`config.mk`:
```
export PLATFORM = sky130hd
export DESIGN_NAME = muxed_bus_unit
export DESIGN_NICKNAME = d
export VERILOG_FILES = /design/src/hdl/bus_pkg.sv /design/src/hdl/select_match.sv /design/src/hdl/muxed_bus_unit.sv
export SDC_FILE = /design/constraint.sdc
export NUM_CORES = 1
export LEC_CHECK = 0
export BUFFER_PORTS_ARGS = -buffer_cell sky130_fd_sc_hd__buf_2
export CORE_AREA = 2 2 119 121
export CTS_BUF_LIST = sky130_fd_sc_hd__clkbuf_8
export DETAILED_ROUTE_END_ITERATION = 10
export DIE_AREA = 0 0 121 123
export GPL_TIMING_DRIVEN = 0
export PLACE_DENSITY = 0.88
export SLEW_MARGIN = 20
export SYNTH_ARGS = -nofsm -noshare
export SYNTH_HDL_FRONTEND = slang
export SYNTH_SLANG_ARGS = --single-unit
```
`constraint.sdc`:
```
create_clock -name clock -period 1.7 [get_ports clock]
set_input_delay 0.425 -clock clock [delete_from_list [all_inputs] [get_ports clock]]
set_output_delay 0.425 -clock clock [all_outputs]
set_load 0.01 [all_outputs]
```
`src/hdl/bus_pkg.sv`:
```
// Constants, types and state codes of the multiplexed bus interface
package bus_pkg;

  // ----------------------------------------
  // Sizes
  // ----------------------------------------
  localparam int SELECT_COUNT = 8;
  localparam int SELECT_BITS = 10;

  // ----------------------------------------
  // Cycle type codes on the status outputs
  // ----------------------------------------
  localparam logic [2:0] CYC_INTA = 3'h0;
  localparam logic [2:0] CYC_IO_RD = 3'h1;
  localparam logic [2:0] CYC_IO_WR = 3'h2;
  localparam logic [2:0] CYC_HALT = 3'h3;
  localparam logic [2:0] CYC_FETCH = 3'h4;
  localparam logic [2:0] CYC_MEM_RD = 3'h5;
  localparam logic [2:0] CYC_MEM_WR = 3'h6;
  localparam logic [2:0] CYC_IDLE = 3'h7;

  // ----------------------------------------
  // Transfer codes: {address bit 0, byte-high enable}
  // ----------------------------------------
  localparam logic [1:0] XFER_WORD = 2'h0;
  localparam logic [1:0] XFER_EVEN = 2'h1;
  localparam logic [1:0] XFER_ODD = 2'h2;
  localparam logic [1:0] XFER_REFRESH = 2'h3;

  // ----------------------------------------
  // Values after reset
  // ----------------------------------------
  localparam logic [15:0] AD_RESET = 16'h0000;
  localparam logic [3:0] UPPER_RESET = 4'h0;
  localparam logic [7:0] SELECT_RESET = 8'hFF;
  localparam logic CLKOUT_RESET = 1'b0;

  // ----------------------------------------
  // Types
  // ----------------------------------------
  typedef enum logic [1:0] {
    ST_IDLE = 2'b00,
    ST_ADDR = 2'b01,
    ST_DATA = 2'b10,
    ST_HELD = 2'b11
  } bus_state_type;

  typedef struct packed {
    logic [2:0] cyc;
    logic [1:0] xfer;
    logic [19:0] addr;
    logic [15:0] wdata;
    logic lock;
  } bus_req_type;

  typedef struct packed {
    logic enable;
    logic io_space;
    logic ignore_ready;
    logic [SELECT_BITS-1:0] base;
    logic [SELECT_BITS-1:0] mask;
  } select_cfg_type;

endpackage

```
`src/hdl/select_match.sv`:
```
// Address range match for one generic chip select
`timescale 1ns/10ps
module select_match
  import bus_pkg::*;
(
  // Cycle
  input wire logic [19:0] addr,
  input wire logic is_mem,
  input wire logic is_io,
  // Programming
  input wire select_cfg_type cfg,
  // Result
  output logic hit,
  output logic skip_ready
);

  logic space_ok;

  always_comb begin
    space_ok = cfg.io_space ? is_io : is_mem;
    hit = cfg.enable && space_ok &&
          ((addr[19:20-SELECT_BITS] & cfg.mask) == (cfg.base & cfg.mask));
    skip_ready = hit && cfg.ignore_ready;
  end

endmodule

```
`src/hdl/muxed_bus_unit.sv`:
```
// Multiplexed address/data bus interface with chip selects and hold handover
`timescale 1ns/10ps
module muxed_bus_unit
  import bus_pkg::*;
(
  // Clock and reset
  input wire logic clock,
  input wire logic rst,
  // Core request side
  input wire logic req_valid,
  input wire bus_req_type req,
  input wire logic at_boundary,
  output logic done,
  output logic [15:0] rdata,
  // Chip select programming
  input wire select_cfg_type [SELECT_COUNT-1:0] select_cfg,
  // Bus pins
  output logic clkout,
  output logic [3:0] upper_addr,
  input wire logic [15:0] muxed_addr_data_in,
  output logic [15:0] muxed_addr_data_out,
  output logic muxed_addr_data_oe_n,
  output logic ale,
  output logic bhe_n,
  output logic rd_n,
  output logic wr_n,
  output logic den_n,
  output logic xcvr_direction,
  output logic [2:0] cycle_type_n,
  output logic lock_n,
  output logic ctrl_oe_n,
  output logic [SELECT_COUNT-1:0] generic_select_n,
  // Handover and completion pins
  input wire logic hold,
  output logic hlda,
  input wire logic ready
);
  // ----------------------------------------
  // Input synchronisers
  // ----------------------------------------
  logic hold_m_r, hold_s_r, ready_m_r, ready_s_r;
  logic [15:0] ad_m_r, ad_s_r;
  always_ff @(posedge clock) begin
    hold_m_r <= hold;
    hold_s_r <= hold_m_r;
    ready_m_r <= ready;
    ready_s_r <= ready_m_r;
    ad_m_r <= muxed_addr_data_in;
    ad_s_r <= ad_m_r;
  end
  // ----------------------------------------
  // Bus clock
  // ----------------------------------------
  // Toggles on the falling edge so the rising-edge logic sees a stable phase.
  logic clkout_r, clkout_nxt;
  always_comb begin
    clkout_nxt = rst ? CLKOUT_RESET : !clkout_r;
  end
  always_ff @(negedge clock) begin
    clkout_r <= clkout_nxt;
  end

  // ----------------------------------------
  // Chip select decode
  // ----------------------------------------
  logic [SELECT_COUNT-1:0] hit, skip;
  logic req_mem, req_io;
  always_comb begin
    req_mem = (req.cyc == CYC_FETCH) || (req.cyc == CYC_MEM_RD) || (req.cyc == CYC_MEM_WR);
    req_io = (req.cyc == CYC_IO_RD) || (req.cyc == CYC_IO_WR);
  end
  for (genvar gi = 0; gi < SELECT_COUNT; gi++) begin : g_sel
    select_match u_match (
      .addr(req.addr),
      .is_mem(req_mem),
      .is_io(req_io),
      .cfg(select_cfg[gi]),
      .hit(hit[gi]),
      .skip_ready(skip[gi])
    );
  end
  // ----------------------------------------
  // Bus sequencer
  // ----------------------------------------
  bus_state_type state_r, state_nxt;
  bus_req_type cur_r, cur_nxt;
  logic [3:0] upper_r, upper_nxt;
  logic [15:0] ad_r, ad_nxt, rdata_r, rdata_nxt;
  logic ad_oe_n_r, ad_oe_n_nxt, ale_r, ale_nxt, bhe_n_r, bhe_n_nxt;
  logic rd_n_r, rd_n_nxt, wr_n_r, wr_n_nxt, den_n_r, den_n_nxt;
  logic dir_r, dir_nxt, lock_n_r, lock_n_nxt, ctrl_oe_n_r, ctrl_oe_n_nxt;
  logic hlda_r, hlda_nxt, done_r, done_nxt, ign_r, ign_nxt, waited_r, waited_nxt;
  logic [2:0] cyc_n_r, cyc_n_nxt;
  logic [SELECT_COUNT-1:0] sel_n_r, sel_n_nxt;
  logic is_write, has_data;
  always_comb begin
    state_nxt = state_r;
    cur_nxt = cur_r;
    upper_nxt = upper_r;
    ad_nxt = ad_r;
    ad_oe_n_nxt = ad_oe_n_r;
    ale_nxt = ale_r;
    bhe_n_nxt = bhe_n_r;
    rd_n_nxt = rd_n_r;
    wr_n_nxt = wr_n_r;
    den_n_nxt = den_n_r;
    dir_nxt = dir_r;
    lock_n_nxt = lock_n_r;
    ctrl_oe_n_nxt = ctrl_oe_n_r;
    hlda_nxt = hlda_r;
    cyc_n_nxt = cyc_n_r;
    sel_n_nxt = sel_n_r;
    ign_nxt = ign_r;
    rdata_nxt = rdata_r;
    done_nxt = 1'b0;
    waited_nxt = (state_r == ST_DATA) && (waited_r || clkout_r);
    is_write = (cur_r.cyc == CYC_IO_WR) || (cur_r.cyc == CYC_MEM_WR);
    // Refresh and halt cycles move no data, so the transceivers stay shut
    has_data = (cur_r.cyc != CYC_HALT) && (cur_r.xfer != XFER_REFRESH);
    // The data phase lasts two bus clocks at least, so read data has crossed the input flops
    case (state_r)
      ST_IDLE: begin
        if (clkout_r) begin
          if (hold_s_r && at_boundary && lock_n_r) begin
            state_nxt = ST_HELD;
            hlda_nxt = 1'b1;
            ctrl_oe_n_nxt = 1'b1;
            ad_oe_n_nxt = 1'b1;
          end else if (req_valid) begin
            state_nxt = ST_ADDR;
            cur_nxt = req;
            ale_nxt = 1'b1;
            upper_nxt = req.addr[19:16];
            ad_nxt = {req.addr[15:1], req.xfer[1]};
            bhe_n_nxt = req.xfer[0];
            ad_oe_n_nxt = 1'b0;
            cyc_n_nxt = req.cyc;
            lock_n_nxt = !req.lock;
            sel_n_nxt = ~hit;
            ign_nxt = |skip;
            dir_nxt = (req.cyc == CYC_IO_WR) || (req.cyc == CYC_MEM_WR);
          end
        end
      end
      ST_ADDR: begin
        if (clkout_r) begin
          state_nxt = ST_DATA;
          ale_nxt = 1'b0;
          upper_nxt = UPPER_RESET;
          den_n_nxt = !has_data;
          if (is_write) begin
            ad_nxt = cur_r.wdata;
            wr_n_nxt = 1'b0;
          end else begin
            ad_oe_n_nxt = 1'b1;
            rd_n_nxt = (cur_r.cyc == CYC_HALT);
          end
        end
      end
      ST_DATA: begin
        if (clkout_r && waited_r && (ready_s_r || ign_r)) begin
          state_nxt = ST_IDLE;
          rdata_nxt = ad_s_r;
          done_nxt = 1'b1;
          rd_n_nxt = 1'b1;
          wr_n_nxt = 1'b1;
          den_n_nxt = 1'b1;
          ad_oe_n_nxt = 1'b1;
          cyc_n_nxt = CYC_IDLE;
          sel_n_nxt = SELECT_RESET;
          ign_nxt = 1'b0;
        end
      end
      ST_HELD: begin
        if (clkout_r && !hold_s_r) begin
          state_nxt = ST_IDLE;
          hlda_nxt = 1'b0;
          ctrl_oe_n_nxt = 1'b0;
        end
      end
      default: state_nxt = ST_IDLE;
    endcase
  end
  always_ff @(posedge clock) begin
    if (rst) begin
      state_r <= ST_IDLE;
      cur_r <= '0;
      upper_r <= UPPER_RESET;
      ad_r <= AD_RESET;
      ad_oe_n_r <= 1'b1;
      ale_r <= 1'b0;
      bhe_n_r <= 1'b1;
      rd_n_r <= 1'b1;
      wr_n_r <= 1'b1;
      den_n_r <= 1'b1;
      dir_r <= 1'b1;
      lock_n_r <= 1'b1;
      ctrl_oe_n_r <= 1'b0;
      hlda_r <= 1'b0;
      cyc_n_r <= CYC_IDLE;
      sel_n_r <= SELECT_RESET;
      ign_r <= 1'b0;
      rdata_r <= AD_RESET;
      done_r <= 1'b0;
      waited_r <= 1'b0;
    end else begin
      state_r <= state_nxt;
      cur_r <= cur_nxt;
      upper_r <= upper_nxt;
      ad_r <= ad_nxt;
      ad_oe_n_r <= ad_oe_n_nxt;
      ale_r <= ale_nxt;
      bhe_n_r <= bhe_n_nxt;
      rd_n_r <= rd_n_nxt;
      wr_n_r <= wr_n_nxt;
      den_n_r <= den_n_nxt;
      dir_r <= dir_nxt;
      lock_n_r <= lock_n_nxt;
      ctrl_oe_n_r <= ctrl_oe_n_nxt;
      hlda_r <= hlda_nxt;
      cyc_n_r <= cyc_n_nxt;
      sel_n_r <= sel_n_nxt;
      ign_r <= ign_nxt;
      rdata_r <= rdata_nxt;
      done_r <= done_nxt;
      waited_r <= waited_nxt;
    end
  end

  // ----------------------------------------
  // Outputs
  // ----------------------------------------
  assign clkout = clkout_r;
  assign upper_addr = upper_r;
  assign muxed_addr_data_out = ad_r;
  assign muxed_addr_data_oe_n = ad_oe_n_r;
  assign ale = ale_r;
  assign bhe_n = bhe_n_r;
  assign rd_n = rd_n_r;
  assign wr_n = wr_n_r;
  assign den_n = den_n_r;
  assign xcvr_direction = dir_r;
  assign cycle_type_n = cyc_n_r;
  assign lock_n = lock_n_r;
  assign ctrl_oe_n = ctrl_oe_n_r;
  assign generic_select_n = sel_n_r;
  assign hlda = hlda_r;
  assign done = done_r;
  assign rdata = rdata_r;
endmodule

```
Yosys cells after proc, flatten, opt, wreduce, memory -nomap -nowiden
Cells that the tools add are included.
{"block": "word_totals", "reg_bits": 119, "inputBits": 248}
{"block": "op_classes", "eq_ne": 31, "mux": 66, "bitwise": 19, "n_reduce_logical": 61}
{"op": "$and A10 B10 Y10", "n": 16}
{"op": "$eq A10 B10 Y1", "n": 8}
{"op": "$mux W16", "n": 5}
{"op": "$mux W8", "n": 4}
{"op": "$pmux W16 S2", "n": 1}
{"op": "$logic_and A1 B1 Y1", "n": 31}
{"op": "$mux W1", "n": 31}
{"op": "$ne A2 B2 Y1 const B", "n": 9}
{"op": "$mux W4", "n": 4}
{"op": "$pmux W8 S2", "n": 1}
{"op": "$reduce_and A4 Y1", "n": 4}
{"op": "$reduce_and A5 Y1", "n": 3}
{"op": "$eq A3 B3 Y1 const B", "n": 4}
{"op": "$mux W2", "n": 6}
{"op": "$mux W3", "n": 4}
{"op": "$pmux W1 S2", "n": 6}
{"op": "$reduce_and A6 Y1", "n": 2}
{"op": "$eq A3 B2 Y1 const B", "n": 3}
{"op": "$not A8 Y8", "n": 1}
{"op": "$pmux W2 S4", "n": 1}
{"op": "$pmux W4 S2", "n": 1}
{"op": "$reduce_bool A2 Y1", "n": 4}
{"op": "$reduce_or A8 Y1", "n": 1}
{"op": "$logic_or A1 B1 Y1", "n": 7}
{"op": "other kinds (15)", "n": 20}

Depth between registers and ports, before layout
Gate-level depths: netlist of run 1.
{"block": "depth", "ltp_word": 12, "depth_mapped": 9}

By module
From an unflattened synthesis of run 1, not the netlist that was laid out.
{"block": "hier_totals", "cells_unflattened": 598, "hier_area_um2": 5376.4}
{"mod": "muxed_bus_unit", "n_inst": 1, "cells_each": 422, "area_per_inst_um2": 4075.2, "seq_area_each_um2": 2382.3}
{"mod": "select_match", "n_inst": 8, "cells_each": 22, "area_per_inst_um2": 162.7, "seq_area_each_um2": 0.0}

==> run summary, run 1 <==
status: finished, violations left
failing checks: setup timing
Worst-path clk slew: 80 ps
DIE AREA: 0.0149 mm^2
Syn Inst Count: 619
largest net degree at the start of global routing: 17
Worst R2R End: state_r[1]$_SDFFE_PP0P_
DP HPWL: 15500 um
source-to-sink clock delay at the later pin of the worst-skew pair: 440 ps
DRC errors left: 0
met1 wire length: 9110 um
Post-synth EDFFs: 0
Nets: 1209
Top Ports: 307
Max VDD drop: 0.699 mV
Startpoint Class: flip-flop
post-synthesis sequential area ratio: 43.8%
core area: 0.0136 mm^2
hold_ws: 86.1 ps
wire per inst: 19.3 um
drt pass-1 iters: 6
CTS Buffer Depth: 2
initial antenna violation count: 1
Worst Tran Pin Value: 734 ps
Worst Setup SP: clkout$_SDFF_NP0_
Overall Power: 8.42 mW
CP max stage cell: dfxtp_4
Remaining Overflow, GRT: 0
worst rel slew slack: 51.0%
Final ANT Viol Nets: 0
hold-fix buffers at CTS: 0
worst r2r src: clkout$_SDFF_NP0_
Layout Cells excl Fill: 1148
Post-synth top flop: dfxtp_1
Max Slew Vio Count: 0
Die Height: 123 um
worst-path fanout max: 7
Mapped Area: 0.00545 mm^2
yosys synthesis warning count: 0
die width: 121 um
worst stage delay on the critical path: 410 ps
crit-path cells: o211ai_1 > nand2_1 > buf_4 > o311a_4 > nand2_2 > a211oi_2 > a211oi_1
number of max-cap violations: 0
number of vias per cell: 5.26
Synthesized Nets: 873
clock skew: 23.8 ps
Setup crit end: state_r[1]$_SDFFE_PP0P_
first-pass GRT wire length: 30500 um
final setup margin: -668 ps
Worst EP required: 1990 ps
DRT Wirelength: 22200 um
R2R setup slack: -670 ps
Final Hold Vio Count: 0
vias in the first global route: 5817
number of buffers created by CTS: 17
unrepaired setup endpoints after global routing: yes
post-placement cell count: 1093
clk sink count: 119
Final Util: 62.2%
Tot GR Track Use: 27.1%
syn avg cell area: 8.80 um^2
initial drt markers: 443
highest routed layer: met4
CTS tree: done
row cnt: 43
CP arrival: 2660 ps
PortBufs: 294
ys async rst share: 0%
H-tree levels: 4
CTS root buffer: clkbuf_8
Reg2Reg Depth: 7
WL met2: 10500 um
initial core utilization: 40.0%
Vias: 6042
CP Class: reg2reg
diodes inserted: 0
post-synth cell types: 45
Routability Congestion: 0.916
Leak Pwr: 3.89 nW
layout cell share with drive strength beyond 1: 49.4%
PD cells: 995 mW/mm^2
met3 WL: 2040 um
kind of end point of the critical path: flip-flop
Min-Delay Path Class: in2reg
#FFs+latches synth: 119
fillers: 1108
Setup violations, final: 82
synthesis-to-finish area growth: 55.4%
==> power breakdown <==
part / switching (mW) / total, mW / internal, mW
Clock: 1.23 / 2.84 / 1.61
Combinational: 1.28 / 2.36 / 1.08
Sequential: 0.178 / 3.22 / 3.04
Total: 2.69 / 8.42 / 5.73
==> flip-flops by register name, summed over array words and instances (netlist names), 2 cells and up <==
register and flops:
cur_r 21, ad_m_r 16, ad_s_r 16, muxed_addr_data_out 16
rdata 16, generic_select_n 8, upper_addr 4, cycle_type_n 3
state_r 2
==> metal layers <==
metal / up-vias / global-route usage (%)
li1: 2817 / -
met1: 2834 / 34.1
met2: 349 / 45.7
met3: 42 / 8.07
met4: 0 / 6.40
met5: - / 0
==> cell type report <==
cell class / instances / area, um^2 / area share, %
Timing Repair Buffer: 319 / 1750 / 20.7
Buffer: 36 / 287 / 3.39
Multi-Input combinational cell: 452 / 3340 / 39.5
Sequential cell: 119 / 2390 / 28.2
Clock inverter: 16 / 205 / 2.42
Clock buffer: 17 / 234 / 2.77
Tap cell: 180 / 225 / 2.66
Inverter: 9 / 36.3 / 0.429
==> cell usage after synthesis (2+ instances only) <==
| master | count | area, um^2 |
|---|---|---|
| dfxtp_1 | 119 | 2380 |
| nand2_1 | 98 | 368 |
| xor2_1 | 80 | 701 |
| a21oi_1 | 50 | 250 |
| nor2_1 | 40 | 150 |
| a22oi_1 | 30 | 225 |
| clkbuf_1 | 21 | 78.8 |
| mux2i_1 | 20 | 200 |
| a211oi_1 | 19 | 143 |
| buf_2 | 15 | 75.1 |
| nand3_1 | 13 | 65.1 |
| nor3_1 | 10 | 50.1 |
| inv_1 | 9 | 33.8 |
| o21ai_0 | 9 | 45.0 |
| nand4_1 | 8 | 50.1 |
| o21bai_1 | 8 | 60.1 |
| nand2b_1 | 7 | 43.8 |
| a222oi_1 | 6 | 60.1 |
| ha_1 | 6 | 75.1 |
| a211o_1 | 5 | 43.8 |
| nand3b_1 | 5 | 37.5 |
| nor2b_1 | 4 | 25.0 |
| a31oi_1 | 3 | 18.8 |
| nor4_1 | 3 | 18.8 |
| or2_2 | 3 | 18.8 |
| a21boi_2 | 2 | 22.5 |
| and3_1 | 2 | 12.5 |
| and4_1 | 2 | 17.5 |
| buf_4 | 2 | 15.0 |
| mux2_2 | 2 | 22.5 |
| nor3_2 | 2 | 20.0 |
| nor3b_1 | 2 | 15.0 |
| or2_1 | 2 | 12.5 |
==> metrics by stage <==
stage | setup WS (ps) | cell area, um^2 | setup TNS (ps)
final | -668 | 8460 | -42250
after CTS | -580 | 8080 | -38930
after detailed placement | -818 | 7290 | -44280
after global routing | -713 | 8460 | -46230
after global placement | -726 | 7290 | -41660
after floorplan | -506 | 5600 | -27070
==> logic make-up after synthesis <==
logic type                 count (synthesis)  synth area share, %
and+or+nand+nor                          205                 17.1
AOI/OAI and AO/OA                        138                 16.8
DFF                                      119                 43.7
xor gates and xnor gates                  80                 12.9
buffers and inverters                     49                 4.00
muxes                                     22                 4.09
adders and majority gates                  6                 1.38
==> critical path, delay by kind of cell, from the launching register on <==
| family | cells | cell delay, ps |
|---|---|---|
| compound gates | 4 | 630 |
| buf+inv | 1 | 130 |
| flops | 1 | 410 |
| simple gates | 2 | 210 |
==> cell usage in the layout, fill, tap and decap left out, drive strengths merged, types with 12 or more instances in the layout <==
cell / instances
nor2: 41
nand3: 13
mux2i: 20
nor3: 12
clkbuf: 34
a211oi: 19
a22oi: 30
a21oi: 50
dfxtp: 119
xor2: 80
inv: 12
nand2: 98
buf: 338
==> what timing repair did <==
item,in CTS,in global routing
pin swaps,43,42
resized for setup,62,88
setup endpoints to repair,82,82
setup buffers,15,7
gates cloned,4,2
==> how the worst min path moves through the flow <==
stage                                      start                 end  depth (start not counted)
after floorplan                ad_m_r[0]$_DFF_P_   ad_s_r[0]$_DFF_P_                          0
after global placement         ready_m_r$_DFF_P_   ready_s_r$_DFF_P_                          0
after detailed placement       ad_m_r[8]$_DFF_P_   ad_s_r[8]$_DFF_P_                          0
after CTS                  muxed_addr_data_in[8]   ad_m_r[8]$_DFF_P_                          1
after global routing      muxed_addr_data_in[13]  ad_m_r[13]$_DFF_P_                          1
final                     muxed_addr_data_in[13]  ad_m_r[13]$_DFF_P_                          1
Note: power is estimated with default switching activity, not from simulation.
==> inputs of run 2 (changes only) <==
--- a/config.mk
+++ b/config.mk
@@ -12,6 +12,7 @@
 export DIE_AREA = 0 0 121 123
 export GPL_TIMING_DRIVEN = 0
 export PLACE_DENSITY = 0.88
+export SKIP_LAST_GASP = 1
 export SLEW_MARGIN = 20
 export SYNTH_ARGS = -nofsm -noshare
 export SYNTH_HDL_FRONTEND = slang
==> run 2 against run 1 <==
  * The flow still finishes with violations (setup timing)
  * Setup slack improved by 47 ps
  * Register-to-register slack improved by 50 ps
  * Die area unchanged
  * Routed wire length down 3.2%
  * Critical path depth is the same
  * Sequential power barely moved
  * Combinational power shrank 6%
  * Global-route usage increased by 0.31 points
==> run summary, run 2 (same netlist as run 1, synthesis figures left out) <==
Overall Power: 8.24 mW
R2R setup slack: -620 ps
DRC errors left: 0
die width: 121 um
Remaining Overflow, GRT: 0
Top Ports: 307
initial core utilization: 40.0%
Layout Cells excl Fill: 1147
status: finished, violations left
worst-path fanout max: 7
wire per inst: 18.7 um
first-pass GRT wire length: 30800 um
Setup violations, final: 82
fillers: 1118
source-to-sink clock delay at the later pin of the worst-skew pair: 430 ps
Vias: 6017
Final Instance Area: 0.00835 mm^2
Routability Congestion: 0.916
Post-DP Area: 0.00729 mm^2
Die Height: 123 um
Tot GR Track Use: 27.4%
initial antenna violation count: 2
clock skew: 16.5 ps
synthesis-to-finish area growth: 53.4%
CP Class: reg2reg
Max Slew Vio Count: 0
worst rel slew slack: 49.4%
Worst Tran Pin Value: 758 ps
DIE AREA: 0.0149 mm^2
largest net degree at the start of global routing: 17
Worst-path clk slew: 80 ps
DRT Wirelength: 21500 um
commonest non-fill, non-tap cells in the layout: 305 x buf_2, 118 x dfxtp_1, 80 x xor2_1
unrepaired setup endpoints after global routing: yes
Worst EP required: 2030 ps
hold_ws: 90.0 ps
layout cell share with drive strength beyond 1: 48.8%
H-tree levels: 4
number of buffers created by CTS: 17
CTS root buffer: clkbuf_8
row cnt: 43
met1 wire length: 8810 um
WL met2: 10200 um
hold-fix buffers at CTS: 0
TNS Setup: -40110 ps
max reg flops: 21
initial drt markers: 449
post-placement cell count: 1093
CP arrival: 2650 ps
drt pass-1 iters: 7
Nets: 1207
crit-path cells: o211ai_1 > buf_4 > nor2_4 > o21ai_4 > a21oi_2 > nor2b_1 > a211o_1
worst stage delay on the critical path: 400 ps
CTS Buffer Depth: 2
number of vias per cell: 5.25
number of max-cap violations: 0
commonest non-fill, non-tap cell in the layout: buf_2
Leak Pwr: 3.87 nW
CP max stage cell: dfxtp_4
Min-Delay Path Class: in2reg
clk sink count: 119
Startpoint Class: flip-flop
DP HPWL: 15500 um
CP Buf/Inv Count: 1
Max VDD drop: 0.635 mV
PortBufs: 294
PD cells: 986 mW/mm^2
final setup margin: -621 ps
vias in the first global route: 5810
met3 WL: 2040 um
Final Hold Vio Count: 0
Reg with most FFs: cur_r
core area: 0.0136 mm^2
CTS tree: done
failing checks: setup timing
highest routed layer: met4
crit-path leading delay family: compound AO/OA/AOI/OAI gates
kind of end point of the critical path: flip-flop
Final ANT Viol Nets: 0
## run 2: metal layers
| metal | vias up | track usage [%] |
|---|---|---|
| li1 | 2815 | - |
| met1 | 2802 | 34.4 |
| met2 | 360 | 46.5 |
| met3 | 40 | 7.98 |
| met4 | 0 | 6.47 |
| met5 | - | 0 |
## run 2: layout make-up
cell class	instances	area [um^2]	area share (%)
multi-input combinational	452	3280	39.3
tap	180	225	2.70
clock inverter	16	205	2.46
sequential	119	2390	28.6
buffer	36	267	3.19
timing repair buffer	317	1720	20.5
antenna	1	2.50	0.0300
inverter	9	36.3	0.434
clock buffer	17	234	2.80
## run 2: worst paths after layout
| kind | cells past startpoint | from | endpoint |
|---|---|---|---|
| max | 7 | clkout$_SDFF_NP0_ | wr_n$_SDFFE_PP1P_ |
| min | 1 | muxed_addr_data_in[11] | ad_m_r[11]$_DFF_P_ |
| max reg2reg | 7 | clkout$_SDFF_NP0_ | wr_n$_SDFFE_PP1P_ |
| min reg2reg | 0 | ad_m_r[5]$_DFF_P_ | ad_s_r[5]$_DFF_P_ |
## run 2: timing repair
item / in CTS / in global routing
resized for setup: 55 / 77
setup endpoints to repair: 82 / 82
pin swaps: 41 / 54
setup buffers: 15 / 6
cloned: 4 / 1
## run 2: per-stage QoR
step / setup WS (ps) / utilization (%)
final: -621 / 61.4
after global routing: -691 / 61.4
after CTS: -580 / 59.1
after detailed placement: -818 / 53.6
after global placement: -726 / 53.6
after floorplan: -506 / -
## run 2: report_power, final
part	total (mW)	leakage [nW]	switching [mW]	internal, mW
Sequential	3.21	0.978	0.167	3.04
Clock	2.82	0.219	1.21	1.61
Combinational	2.21	2.67	1.21	1.00
Total	8.24	3.87	2.59	5.65
